## src/gas_map.svh

```systemverilog
`ifndef GAS_MAP_SVH
`define GAS_MAP_SVH

// ----------------------------------------
// Register offsets (byte addresses)
// ----------------------------------------
`define GAS_OFF_APERTURE_SIZE 8'hb4
`define GAS_OFF_TABLE_BASE 8'hb8

// ----------------------------------------
// Field positions and reset values
// ----------------------------------------
`define GAS_SIZE_MSB 5
`define GAS_BASE_LSB 12
`define GAS_SIZE_RESET 6'h00
`define GAS_BASE_RESET 20'h00000
`define GAS_ENTRY_SHIFT 2
`define GAS_MAX_APERTURE_MB 9'h100
`endif

```

## src/gas_pkg.sv

```systemverilog
package gas_pkg;
  // Configuration access request
  typedef struct packed {
    logic wr;
    logic rd;
    logic [7:0] addr;
    logic [3:0] be;
    logic [31:0] wdata;
  } gas_cfg_req_t;

  // Translation entry fetch request towards memory
  typedef struct packed {
    logic valid;
    logic [31:0] addr;
  } gas_fetch_t;

  typedef enum logic [1:0] {
    GAS_IDLE = 2'b01,
    GAS_FETCH = 2'b10
  } gas_state_t;
endpackage

```

## src/gas_aperture_regs.sv

```systemverilog
`timescale 1ns/1ns
`include "gas_map.svh"

module gas_aperture_regs #(
  parameter int PAGE_W = 16
) (
  input wire logic core_clk,
  input wire logic rst,
  input wire gas_pkg::gas_cfg_req_t cfg_req,
  output logic [31:0] cfg_rdata,
  output logic cfg_rvalid,
  output logic [5:0] aperture_base_writable,
  output logic [8:0] aperture_size_mb,
  input wire logic translation_buffer_enable,
  output logic translation_buffer_flush,
  input wire logic xlat_req,
  input wire logic [PAGE_W-1:0] xlat_page,
  input wire logic xlat_hit,
  output logic xlat_busy,
  output gas_pkg::gas_fetch_t fetch,
  input wire logic fetch_ack
);
  logic [5:0] aperture_size_mask;
  logic [19:0] table_base_pointer_field;
  gas_pkg::gas_state_t state;
  logic sel_size;
  logic sel_base;
  logic need_fetch;
  logic [5:0] next_aperture_size_mask;
  logic [8:0] next_aperture_size_mb;

  // ----------------------------------------
  // Address decode
  // ----------------------------------------
  always_comb begin
    sel_size = 1'b0;
    sel_base = 1'b0;
    if (cfg_req.addr == `GAS_OFF_APERTURE_SIZE) begin
      sel_size = 1'b1;
    end else if (cfg_req.addr == `GAS_OFF_TABLE_BASE) begin
      sel_base = 1'b1;
    end
  end

  // ----------------------------------------
  // Size register
  // ----------------------------------------
  // Byte lane 0 only; bits 7..6 are not stored so they stay zero
  always_comb begin
    next_aperture_size_mask = aperture_size_mask;
    if (cfg_req.wr && sel_size && cfg_req.be[0]) begin
      next_aperture_size_mask = cfg_req.wdata[`GAS_SIZE_MSB:0];
    end
  end

  always_ff @(posedge core_clk) begin
    if (rst) begin
      aperture_size_mask <= `GAS_SIZE_RESET;
    end else begin
      aperture_size_mask <= next_aperture_size_mask;
    end
  end

  // Zero bits pin the aperture base bits low, set bits free them
  assign aperture_base_writable = aperture_size_mask;

  // Decoded from the next field value so the registered size moves with the field
  // Codes outside the table are taken as the largest aperture
  always_comb begin
    case (next_aperture_size_mask)
      6'h20: next_aperture_size_mb = 9'h080;
      6'h30: next_aperture_size_mb = 9'h040;
      6'h38: next_aperture_size_mb = 9'h020;
      6'h3c: next_aperture_size_mb = 9'h010;
      6'h3e: next_aperture_size_mb = 9'h008;
      6'h3f: next_aperture_size_mb = 9'h004;
      default: next_aperture_size_mb = `GAS_MAX_APERTURE_MB;
    endcase
  end

  always_ff @(posedge core_clk) begin
    if (rst) begin
      aperture_size_mb <= `GAS_MAX_APERTURE_MB;
    end else begin
      aperture_size_mb <= next_aperture_size_mb;
    end
  end

  // ----------------------------------------
  // Table base register
  // ----------------------------------------
  // Writable at any time; lane 1 only carries bits 15..12, low nibble reserved
  always_ff @(posedge core_clk) begin
    if (rst) begin
      table_base_pointer_field <= `GAS_BASE_RESET;
    end else if (cfg_req.wr && sel_base) begin
      if (cfg_req.be[1]) begin
        table_base_pointer_field[3:0] <= cfg_req.wdata[15:12];
      end
      if (cfg_req.be[2]) begin
        table_base_pointer_field[11:4] <= cfg_req.wdata[23:16];
      end
      if (cfg_req.be[3]) begin
        table_base_pointer_field[19:12] <= cfg_req.wdata[31:24];
      end
    end
  end

  // ----------------------------------------
  // Read path
  // ----------------------------------------
  // Unmapped offsets read zero
  always_ff @(posedge core_clk) begin
    if (rst) begin
      cfg_rdata <= 32'h00000000;
    end else if (cfg_req.rd) begin
      if (sel_size) begin
        cfg_rdata <= {26'h0000000, aperture_size_mask};
      end else if (sel_base) begin
        cfg_rdata <= {table_base_pointer_field, 12'h000};
      end else begin
        cfg_rdata <= 32'h00000000;
      end
    end
  end

  always_ff @(posedge core_clk) begin
    if (rst) begin
      cfg_rvalid <= 1'b0;
    end else begin
      cfg_rvalid <= cfg_req.rd;
    end
  end

  // ----------------------------------------
  // Translation entry fetch
  // ----------------------------------------
  // While disabled the buffer is held flushed and cached hits are ignored
  assign translation_buffer_flush = !translation_buffer_enable;
  assign need_fetch = xlat_req && (!xlat_hit || !translation_buffer_enable);
  assign xlat_busy = (state == gas_pkg::GAS_FETCH);

  always_ff @(posedge core_clk) begin
    if (rst) begin
      state <= gas_pkg::GAS_IDLE;
    end else begin
      case (state)
        gas_pkg::GAS_IDLE: begin
          if (need_fetch) begin
            state <= gas_pkg::GAS_FETCH;
          end
        end
        gas_pkg::GAS_FETCH: begin
          if (fetch_ack) begin
            state <= gas_pkg::GAS_IDLE;
          end
        end
        default: state <= gas_pkg::GAS_IDLE;
      endcase
    end
  end

  // Address is captured at request time so a later base write cannot tear it
  always_ff @(posedge core_clk) begin
    if (rst) begin
      fetch <= '0;
    end else if (state == gas_pkg::GAS_IDLE && need_fetch) begin
      fetch.valid <= 1'b1;
      fetch.addr <= {table_base_pointer_field, 12'h000}
        + 32'({xlat_page, 2'b00});
    end else if (fetch_ack) begin
      fetch.valid <= 1'b0;
    end
  end

  // ----------------------------------------
  // Assertions
  // ----------------------------------------
  property p_reserved_base_zero;
    @(posedge core_clk) disable iff (rst)
      cfg_rvalid && $past(cfg_req.rd && sel_base) |-> cfg_rdata[11:0] == 12'h000;
  endproperty
  a_reserved_base_zero: assert property (p_reserved_base_zero)
    else $error("Reserved base bits read nonzero");

  property p_size_readback;
    @(posedge core_clk) disable iff (rst)
      cfg_req.wr && sel_size && cfg_req.be[0] && !cfg_req.rd ##1 !cfg_req.wr
      ##1 cfg_req.rd && sel_size
      |=> cfg_rdata == {26'h0000000, $past(cfg_req.wdata[5:0], 3)};
  endproperty
  a_size_readback: assert property (p_size_readback)
    else $error("Size field readback mismatch");

  property p_mask_follows;
    @(posedge core_clk) disable iff (rst)
      cfg_req.wr && sel_size && cfg_req.be[0]
      |=> aperture_base_writable == $past(cfg_req.wdata[5:0]);
  endproperty
  a_mask_follows: assert property (p_mask_follows)
    else $error("Writable mask differs from size field");

  property p_default_max;
    @(posedge core_clk) disable iff (rst)
      $past(rst) |-> aperture_size_mb == 9'h100;
  endproperty
  a_default_max: assert property (p_default_max)
    else $error("Aperture not maximum after reset");

  property p_decode_4mb;
    @(posedge core_clk) disable iff (rst)
      aperture_size_mask == 6'h3f |-> aperture_size_mb == 9'h004;
  endproperty
  a_decode_4mb: assert property (p_decode_4mb)
    else $error("Size code 111111 not decoded as 4 MB");

  property p_base_write;
    @(posedge core_clk) disable iff (rst)
      cfg_req.wr && sel_base && cfg_req.be == 4'hf
      |=> table_base_pointer_field == $past(cfg_req.wdata[31:12]);
  endproperty
  a_base_write: assert property (p_base_write)
    else $error("Table base write lost");

  property p_fetch_addr;
    @(posedge core_clk) disable iff (rst)
      state == gas_pkg::GAS_IDLE && need_fetch |=> fetch.valid
        && fetch.addr == {$past(table_base_pointer_field), 12'h000}
        + 32'({$past(xlat_page), 2'b00});
  endproperty
  a_fetch_addr: assert property (p_fetch_addr)
    else $error("Fetch address not relative to table base");

  property p_bypass;
    @(posedge core_clk) disable iff (rst)
      state == gas_pkg::GAS_IDLE && xlat_req && !translation_buffer_enable |=> xlat_busy;
  endproperty
  a_bypass: assert property (p_bypass)
    else $error("Disabled buffer did not force a fetch");

  c_size_write: cover property (@(posedge core_clk) disable iff (rst)
    cfg_req.wr && sel_size);
  c_base_read: cover property (@(posedge core_clk) disable iff (rst)
    cfg_rvalid && cfg_rdata != 32'h00000000);
  c_fetch_done: cover property (@(posedge core_clk) disable iff (rst)
    xlat_busy ##1 !xlat_busy);
endmodule // gas_aperture_regs

```

## config.mk

```make
export PLATFORM = sky130hd
export DESIGN_NAME = gas_aperture_regs
export DESIGN_NICKNAME = d
export VERILOG_FILES = /design/src/gas_pkg.sv /design/src/gas_aperture_regs.sv
export VERILOG_INCLUDE_DIRS = /design/src /design/src/src
export SDC_FILE = /design/constraint.sdc
export NUM_CORES = 1
export LEC_CHECK = 0
export BUFFER_PORTS_ARGS = -buffer_cell sky130_fd_sc_hd__buf_4
export CAP_MARGIN = 20
export CORE_MARGIN = 1.5
export CORE_UTILIZATION = 25
export DETAILED_ROUTE_END_ITERATION = 6
export GPL_TIMING_DRIVEN = 0
export MAX_ROUTING_LAYER = met4
export PLACE_DENSITY = 0.6
export SYNTH_ARGS = -nofsm -noshare
export SYNTH_HDL_FRONTEND = slang
export SYNTH_SLANG_ARGS = --single-unit
```

## constraint.sdc

```tcl
create_clock -name core_clk -period 2.11 [get_ports core_clk]
set_input_delay 0.211 -clock core_clk [delete_from_list [all_inputs] [get_ports core_clk]]
set_output_delay 0.211 -clock core_clk [all_outputs]
set_load 0.005 [all_outputs]
```

==> results by stage, run 1 <==
Final layout:
- The number of diodes is 0.
- Relative to the synthesized area, the layout overhead comes to 43.3%.
- Of the cells placed in the final design, the portion with a size suffix greater than 1 is approximately a third.
- The final layout contains 666 nets.
- The final core area utilization is between 30 and 40%.
- The filler cells instantiated in the layout total 1671.

STA:
- The post-route clock skew is 11.2 ps.
- Measured against its own limit, the worst slew margin works out to between 50 and 60%.
- For this run, the top clock speed supported by timing is 475 MHz.
- The final critical path takes up 99.9% of the cycle.
- At the pin with the least slew margin, the transition time is 715 ps.
- Setup repair after global routing could not meet its margin everywhere.
- Setup violations remaining at the end of the flow were counted as 0.
- The final period demand of the worst path is between 2000 and 2500 ps.
- The hold violation total from the final report was 0.
- The number of max-slew violations in the final report came to 0.

GRT:
- The sum of overflow across all layers after global routing is 0.
- The global-route usage over all layers is 15.1%.
- Entering global routing, the biggest net connects 16 pins.
- The via count of the first global-routing pass is 3757.
- The initial antenna violation count came to 0.
- The wire length of the first global-routing pass is 19100 µm.

Pwr:
- The power density over the cells is 638 nW/µm².
- The leakage power total is 2.60 nW.
- The highest ir drop seen on vdd is 0.361 mV.
- Overall power consumption after layout is estimated at 3.72 mW.

Die:
- From left edge to right edge, the die measures about 130 µm.
- The count of boundary I/O pins is between 150 and 200.
- The die area is 17100 µm².
- The number of standard-cell rows in the floorplan is 46.
- The effective utilization at floorplan is 25.6%.
- From bottom edge to top edge, the die measures 131 µm.
- In this run the standard cell core region covers between 15000 and 20000 µm².

Logic synthesis:
- The cell accounting for the most synthesized area is sky130_fd_sc_hd__dfxtp_1.
- The Yosys step of the flow raised 0 warnings.
- Ranked by total cell area, the synthesized netlist is headed by sky130_fd_sc_hd__dfxtp_1 (46%), sky130_fd_sc_hd__mux2i_1 (7.1%), sky130_fd_sc_hd__nor2_1 (4.7%).
- The cell area after technology mapping is around 4100 µm².
- The number of unique standard cell types used by synthesis is 55.
- The synthesized design contains 0 enable-type register cells.
- Summed over its instances, the top area cell type makes up 45.7% of the synthesized netlist area.
- The most used flip-flop cell after synthesis is sky130_fd_sc_hd__dfxtp_1.
- The number of synthesized register bits is 93.
- The fraction of registers with async set or reset after synthesis is 0%.
- The share of the Yosys chip area taken by registers is 45.7%.
- Counting every instance in the synthesized netlist gives 431.
- A synthesized cell averages 9.44 µm².

Routing:
- The detailed router finished its first iteration with 119 violations.
- The count of TritonRoute iterations in the first routing pass is 7.
- In the final routed layout, each cell accounts on average for around 15 µm.
- Once detail routing completed, the nets flagged for antenna violations numbered 0.
- The number of remaining DRC errors is 0.
- Summed over all layers, the routed wires come to 12400 µm.
- In the routed layout, each cell is associated on average with a via count of roughly 4.6.
- Detailed routing inserted a total of 3730 vias.

Placement:
- The congestion estimate from routability-driven global placement came to 0.832.
- The HPWL after detailed placement is approximately 9700 µm.
- The number of buffers added on ports is about 130.

Clock tree:
- The total CTS buffers is 9.
- The count of clock tree sinks is 93.
- The longest clock path from root to sink contains 2 buffers.
- For the worst-skew pair, the clock arrives at the later sink with an insertion delay of 350 ps.
- TritonCTS built the clock tree.
- CTS placed an instance of sky130_fd_sc_hd__clkbuf_16 at the clock tree root.
- The CTS clock-pin slew for the worst setup and hold paths is 70 ps.
- The depth of the CTS H-tree is 3.

Job:
- The total of max-cap violations is 0.

Worst setup path:
- The largest fanout on the critical path is 5.
- STA classifies the critical path startpoint as a flip-flop.
- The class of the most critical setup path is flip-flop to flip-flop.
- STA puts the critical path data arrival time at between 2000 and 2500 ps.
- Data on the critical path is required at its endpoint by 2370 ps.
- The kind of end point of the critical path is a flip-flop.

Worst hold path:
- The tightest min-delay check is of the input pin to flip-flop type.

Status:
- The run finished with clean final reports.
[cell usage after synthesis, drive strengths merged, types with 2 or more instances]
cell     n
ha       6
o211ai   2
nor3b    2
nand3b   4
a211o    2
nand2b   4
clkbuf  12
nand3    4
a22o    20
buf     24
nor4bb   3
nand2   37
a21oi   30
and3b    2
nor2    51
o21ai    5
nand4    9
a311oi  12
nor4     3
nor2b   12
dfxtp   93
mux2i   29
o31ai   11
inv      8
a21o     2
or4     10
mux2     2
or2      2
xnor2    2
and4     3
or3b     2
or3      5
a211oi   4
[logic make-up (layout without fill, tap and decap cells)]
kind of cell / after synthesis / count (layout) / share of synthesized area, %
adder cells (fa/ha/maj): 7 / 7 / 2.34
other: 1 / 10 / 0.0921
AND/OR/NAND/NOR: 157 / 157 / 20.3
multiplexers: 31 / 31 / 7.69
XOR/XNOR: 3 / 3 / 0.646
AO/OA/AOI/OAI: 94 / 94 / 16.6
flip-flops: 93 / 93 / 45.7
buffers and inverters: 45 / 201 / 6.55
[sequential cells by signal (all words and copies together), names as in the netlist]
name	count
cfg_rvalid	1
table_base_pointer_field	20
fetch	31
aperture_size_mb	7
aperture_base_writable	6
cfg_rdata	26
state	2
[cell usage in the layout (no fill, tap or decap), types with 3 or more instances in the layout]
cell type	netlist	layout
sky130_fd_sc_hd__nor2_1	51	51
sky130_fd_sc_hd__or3_1	4	4
sky130_fd_sc_hd__mux2i_1	29	29
sky130_fd_sc_hd__a311oi_1	12	10
sky130_fd_sc_hd__a22o_1	20	20
sky130_fd_sc_hd__a21oi_1	30	30
sky130_fd_sc_hd__dfxtp_2	0	4
sky130_fd_sc_hd__inv_1	8	8
sky130_fd_sc_hd__nor2b_1	12	12
sky130_fd_sc_hd__nand4_1	8	8
sky130_fd_sc_hd__or4_1	10	10
sky130_fd_sc_hd__ha_4	0	4
sky130_fd_sc_hd__o31ai_2	0	4
sky130_fd_sc_hd__nor4_1	3	3
sky130_fd_sc_hd__buf_6	5	6
sky130_fd_sc_hd__nor4bb_1	3	3
sky130_fd_sc_hd__conb_1	1	10
sky130_fd_sc_hd__nand3_1	4	4
sky130_fd_sc_hd__a211oi_1	4	3
sky130_fd_sc_hd__nand2b_1	4	4
sky130_fd_sc_hd__nand3b_1	4	4
sky130_fd_sc_hd__clkbuf_16	0	9
sky130_fd_sc_hd__buf_2	8	7
sky130_fd_sc_hd__o31ai_1	11	6
sky130_fd_sc_hd__buf_4	11	151
sky130_fd_sc_hd__o21ai_0	5	4
sky130_fd_sc_hd__nand2_1	37	37
sky130_fd_sc_hd__dfxtp_1	93	89
sky130_fd_sc_hd__clkbuf_1	12	13
[timing repair]
action | 4_1_cts | 5_1_grt
pin swaps | 8 | 9
hold buffers | 0 | 0
buffers inserted | 4 | 1
setup endpoints to repair | 6 | 10
resized for setup | 13 | 12
gates cloned | 1 | 0
[worst max-delay path, cell delays in order, from the launching register on]
cell                       delay [ps]
sky130_fd_sc_hd__dfxtp_2          330
sky130_fd_sc_hd__ha_4             160
sky130_fd_sc_hd__fa_2             360
sky130_fd_sc_hd__a211o_4          370
sky130_fd_sc_hd__a211oi_4         280
sky130_fd_sc_hd__buf_6            180
sky130_fd_sc_hd__o31ai_2           80
sky130_fd_sc_hd__a311oi_1         260
[per-layer routing]
metal	share of wire, %	global-route usage (%)	vias to the layer above
li1	-	-	1856
met1	44	17.6	1771
met2	49	25.0	96
met3	5.5	4.60	7
met4	0.80	4.98	0
met5	0	-	-
[where the power goes]
part	switching, mW	internal, mW	leakage (nW)
sequential	0.0228	1.80	0.756
combinational	0.180	0.201	1.71
clock	0.689	0.833	0.136
[per-stage QoR]
stage	area, µm²	setup TNS, ps	hold slack [ps]	worst slack, ps	cells
3_5_place_dp	5390	-2030	449	-372	790
6_report	5830	0	86.8	3.00	812
4_1_cts	5750	-334	81.4	-61.7	811
5_1_grt	5830	-353	87.9	-75.2	812
2_1_floorplan	4110	0	290	13.9	440
3_3_place_gp	5390	-1840	441	-311	790
[final timing paths]
path,end,slack [ps],cells past startpoint,from
max,fetch[28],3,7,table_base_pointer_field[0]
min,table_base_pointer_field[8],90,3,cfg_req[20]
min reg2reg,fetch[6],460,2,fetch[6]
max reg2reg,fetch[28],3,7,table_base_pointer_field[0]
[cell type report]
| type | count | area (µm²) | area share (%) |
|---|---|---|---|
| multi-input combinational | 302 | 2090 | 35.9 |
| sequential | 93 | 1870 | 32.0 |
| timing repair buffer | 140 | 1050 | 18.0 |
| tap | 216 | 270 | 4.63 |
| clock buffer | 11 | 243 | 4.16 |
| buffer | 37 | 243 | 4.16 |
| clock inverter | 5 | 35.0 | 0.601 |
| inverter | 8 | 30.0 | 0.515 |
Note: power is estimated with default switching activity, not from simulation.
==> run 2: changes to the inputs <==
--- a/config.mk
+++ b/config.mk
@@ -8,7 +8,7 @@
 export LEC_CHECK = 0
 export BUFFER_PORTS_ARGS = -buffer_cell sky130_fd_sc_hd__buf_4
 export CAP_MARGIN = 20
-export CORE_MARGIN = 1.5
+export CORE_MARGIN = 2
 export CORE_UTILIZATION = 25
 export DETAILED_ROUTE_END_ITERATION = 6
 export GPL_TIMING_DRIVEN = 0
==> results by stage, run 2 (synthesized netlist as in run 1, its figures left out) <==
Clock tree:
- The clock insertion delay at the later pin of the skew report is 350 ps (about the same).
- The number of buffers between clock root and the deepest sink is 2 (unchanged).
- The clock root buffer is sky130_fd_sc_hd__clkbuf_16.
- The count of clock tree sinks was 93 (unchanged).
- The number of hold buffers added after CTS is 0 (unchanged).
- The total CTS buffers is 9 (unchanged).
- The CTS clock-pin slew for the worst setup and hold paths is 70 ps (about the same).
- The depth of the CTS H-tree is 3 (unchanged).
- TritonCTS built the clock tree.

GRT:
- The initial antenna violation count is 0 (unchanged).
- The most crowded layer after global routing is met2.
- The largest net degree at the start of global routing is 16 (unchanged).
- The sum of overflow across all layers after global routing is 0 (unchanged).
- The met2 track demand over resource in global routing is 24.6% (-0.41 points).
- The via count of the first global-routing pass is 3790 (+0.88%).
- The global-route usage over all layers is 14.7% (-0.45 points).
- The met1 track demand over resource in global routing is 17.0% (-0.57 points).
- The met3 usage came to 4.17% (-0.43 points).
- The wire length of the first global-routing pass is 19600 µm (+2.7%).

Final layout:
- The library cell used most frequently in the layout, excluding fill and tap cells, is sky130_fd_sc_hd__buf_4.
- The non-filler instance count after layout is 811 (-0.12%).
- The number of fill cells in the layout was 1668 (-0.18%).
- The fraction of layout cells with a size suffix above 1 came to 34.3% (-0.78 points).
- In the final layout, the registers with the most flip-flops are fetch x31, cfg_rdata x26, table_base_pointer_field x20.
- The number of diodes was 0 (unchanged).
- In the layout the commonest cells are sky130_fd_sc_hd__buf_4 (149), sky130_fd_sc_hd__dfxtp_1 (92), sky130_fd_sc_hd__nor2_1 (51), sky130_fd_sc_hd__nand2_1 (37), sky130_fd_sc_hd__a21oi_1 (30).
- The number of nets in the final layout was 665 (-0.15%).
- The flip-flop count of the largest register, all copies and words added is 31 (unchanged).
- The register ranked first by flip-flop count is fetch.
- The layout overhead on the synthesized area is 43.6%.

STA:
- The highest attainable clock frequency is 478 MHz (+0.63%).
- The post-route clock skew came to 8.82 ps (-2.36 ps).
- The worst max-slew margin expressed relative to the limit is 52.6% (+0.34 points).
- The final period demand of the worst path came to 2090 ps (-13.1 ps).
- Setup repair after global routing could not meet its margin everywhere.
- The number of max-slew violations in the final report was 0 (unchanged).
- The hold violation total from the final report is 0 (unchanged).
- The final worst-path cycle share is 99.2% (-0.62 points).
- The setup-violating endpoint count in the final report is 0 (unchanged).
- The slew of the pin with the lowest slew margin is 710 ps (-5.07 ps).

Die:
- The die area came to 17300 µm² (+1.5%).
- The effective utilization at floorplan is 25.6% (unchanged).
- The die outline width is 132 µm (+0.77%).
- The core area is 15900 µm² (unchanged).
- The y dimension of the die came to 132 µm (+0.77%).
- The number of standard-cell rows in the floorplan is 46 (unchanged).
- The count of boundary I/O pins is 151 (unchanged).

Placement:
- The HPWL after detailed placement came to 9720 µm (+0.61%).
- The weighted congestion at the end of routability-driven global placement is 0.810 (-2.6%).
- The number of buffers added on ports is 134 (unchanged).
- The total instance count after detailed placement is 790 (unchanged).

Worst hold path:
- The path with the worst hold slack has its endpoint at table_base_pointer_field[11].
- The worst hold path class is input pin to flip-flop.
- The number of stages on the worst hold path came to 3 (unchanged).
- In this run the most critical hold path is launched from cfg_req[23].

Routing:
- The routed wire length is 12600 µm (+1.2%).
- The number of antenna-violating nets in the routed design was 0 (unchanged).
- The count of TritonRoute iterations in the first routing pass is 5 (-2).
- The number of design-rule violations left by the first detailed-router iteration is 117 (-1.7%).
- The average wire length per cell after detail routing is 15.5 µm (+1.3%).
- The number of remaining DRC errors was 0 (unchanged).
- The total vias in the final route is 3816 (+2.3%).
- The mean number of vias per cell is 4.71 (+2.4%).

Worst setup path:
- The worst reg2reg path depth is 6 (-1).
- The arrival time of data at the critical path endpoint is 2350 ps (about the same).
- The worst stage delay on the critical path was 480 ps (+110 ps).
- The kind of end point of the critical path is a flip-flop.
- The largest fanout on the critical path was 10 (+5).
- The endpoint required time on the critical path came to 2370 ps (about the same).
- Traced cell by cell, the critical path runs through ha_2, o211ai_2, o211a_1, buf_6, or4_1, a311oi_1.
- The worst setup path is launched from a flip-flop.
- The gate family responsible for the most delay along the worst path is compound AO/OA/AOI/OAI gates.
- The slack of the worst reg-to-reg path is 20 ps (about the same).
- The endpoint identified for the worst register-to-register timing path is fetch[25].
- The origin of the critical flop-to-flop path is table_base_pointer_field[2].
- The worst path buffer plus inverter count came to 1 (unchanged).
- The cell with the largest stage delay on the worst path is sky130_fd_sc_hd__or4_1.
- The worst setup path is of the flip-flop to flip-flop kind.

Pwr:
- The highest ir drop seen on vdd came to 0.377 mV (+4.4%).
- The power density over the cells was 685 nW/µm² (+7.3%).
- The total power after layout was 4.00 mW (+7.4%).
- The leakage power total is 2.61 nW (+0.65%).

Job:
- The total of max-cap violations came to 0 (unchanged).

Status:
- The run finished with clean final reports.
## run 2: timing repair
action | 4_1_cts | 5_1_grt
resized for setup | 11 | 7
endpoints found under the setup margin | 6 | 9
gates cloned | 1 | 0
pin swaps | 8 | 13
setup buffers | 4 | 0
## run 2: power breakdown
group / switching, mW / leakage [nW] / internal [mW]
registers: 0.0220 / 0.754 / 1.80
clock network: 0.698 / 0.162 / 1.11
logic: 0.179 / 1.70 / 0.198
total: 0.899 / 2.61 / 3.10
## run 2: per-layer routing
metal  wire (µm)  vias to the layer above
li1            -                     1867
met1        5380                     1795
met2        6240                      137
met3         831                       17
met4         140                        0
met5           0                        -
## run 2: layout make-up
cell class                 count  area [µm²]  share of cell area (%)
timing repair buffer         139        1040                    17.8
clock inverter                 5        81.3                    1.39
tap                          216         270                    4.63
sequential                    93        1860                    31.9
clock buffer                  11         253                    4.33
buffer                        37         243                    4.15
multi-input combinational    302        2060                    35.3
inverter                       8        30.0                   0.514
## run 2: worst max path at each step
| stage | start | end | cells past startpoint |
|---|---|---|---|
| detailed placement | xlat_page[10] | fetch[28] | 8 |
| global route | table_base_pointer_field[3] | fetch[25] | 6 |
| global placement | xlat_page[10] | fetch[26] | 8 |
| CTS | table_base_pointer_field[0] | fetch[28] | 7 |
| floorplan | table_base_pointer_field[0] | fetch[22] | 7 |
| finish | table_base_pointer_field[2] | fetch[25] | 6 |
## run 2: per-stage QoR
step / hold slack, ps / TNS [ps] / area [µm²] / utilization [%] / setup slack (ps)
after floorplan: 290 / 0 / 4110 / - / 13.9
after global placement: 440 / -1840 / 5390 / 33.9 / -311
after detailed placement: 448 / -1920 / 5390 / 33.9 / -342
after CTS: 78.1 / -192 / 5800 / 36.5 / -34.5
after global routing: 84.6 / -574 / 5840 / 36.8 / -116
final: 88.7 / 0 / 5840 / 36.8 / 16.1
## run 2: worst min-delay path, cell delays in order
cell and delay, ps:
sky130_fd_sc_hd__buf_4 70, sky130_fd_sc_hd__mux2i_1 50, sky130_fd_sc_hd__nor2_1 70
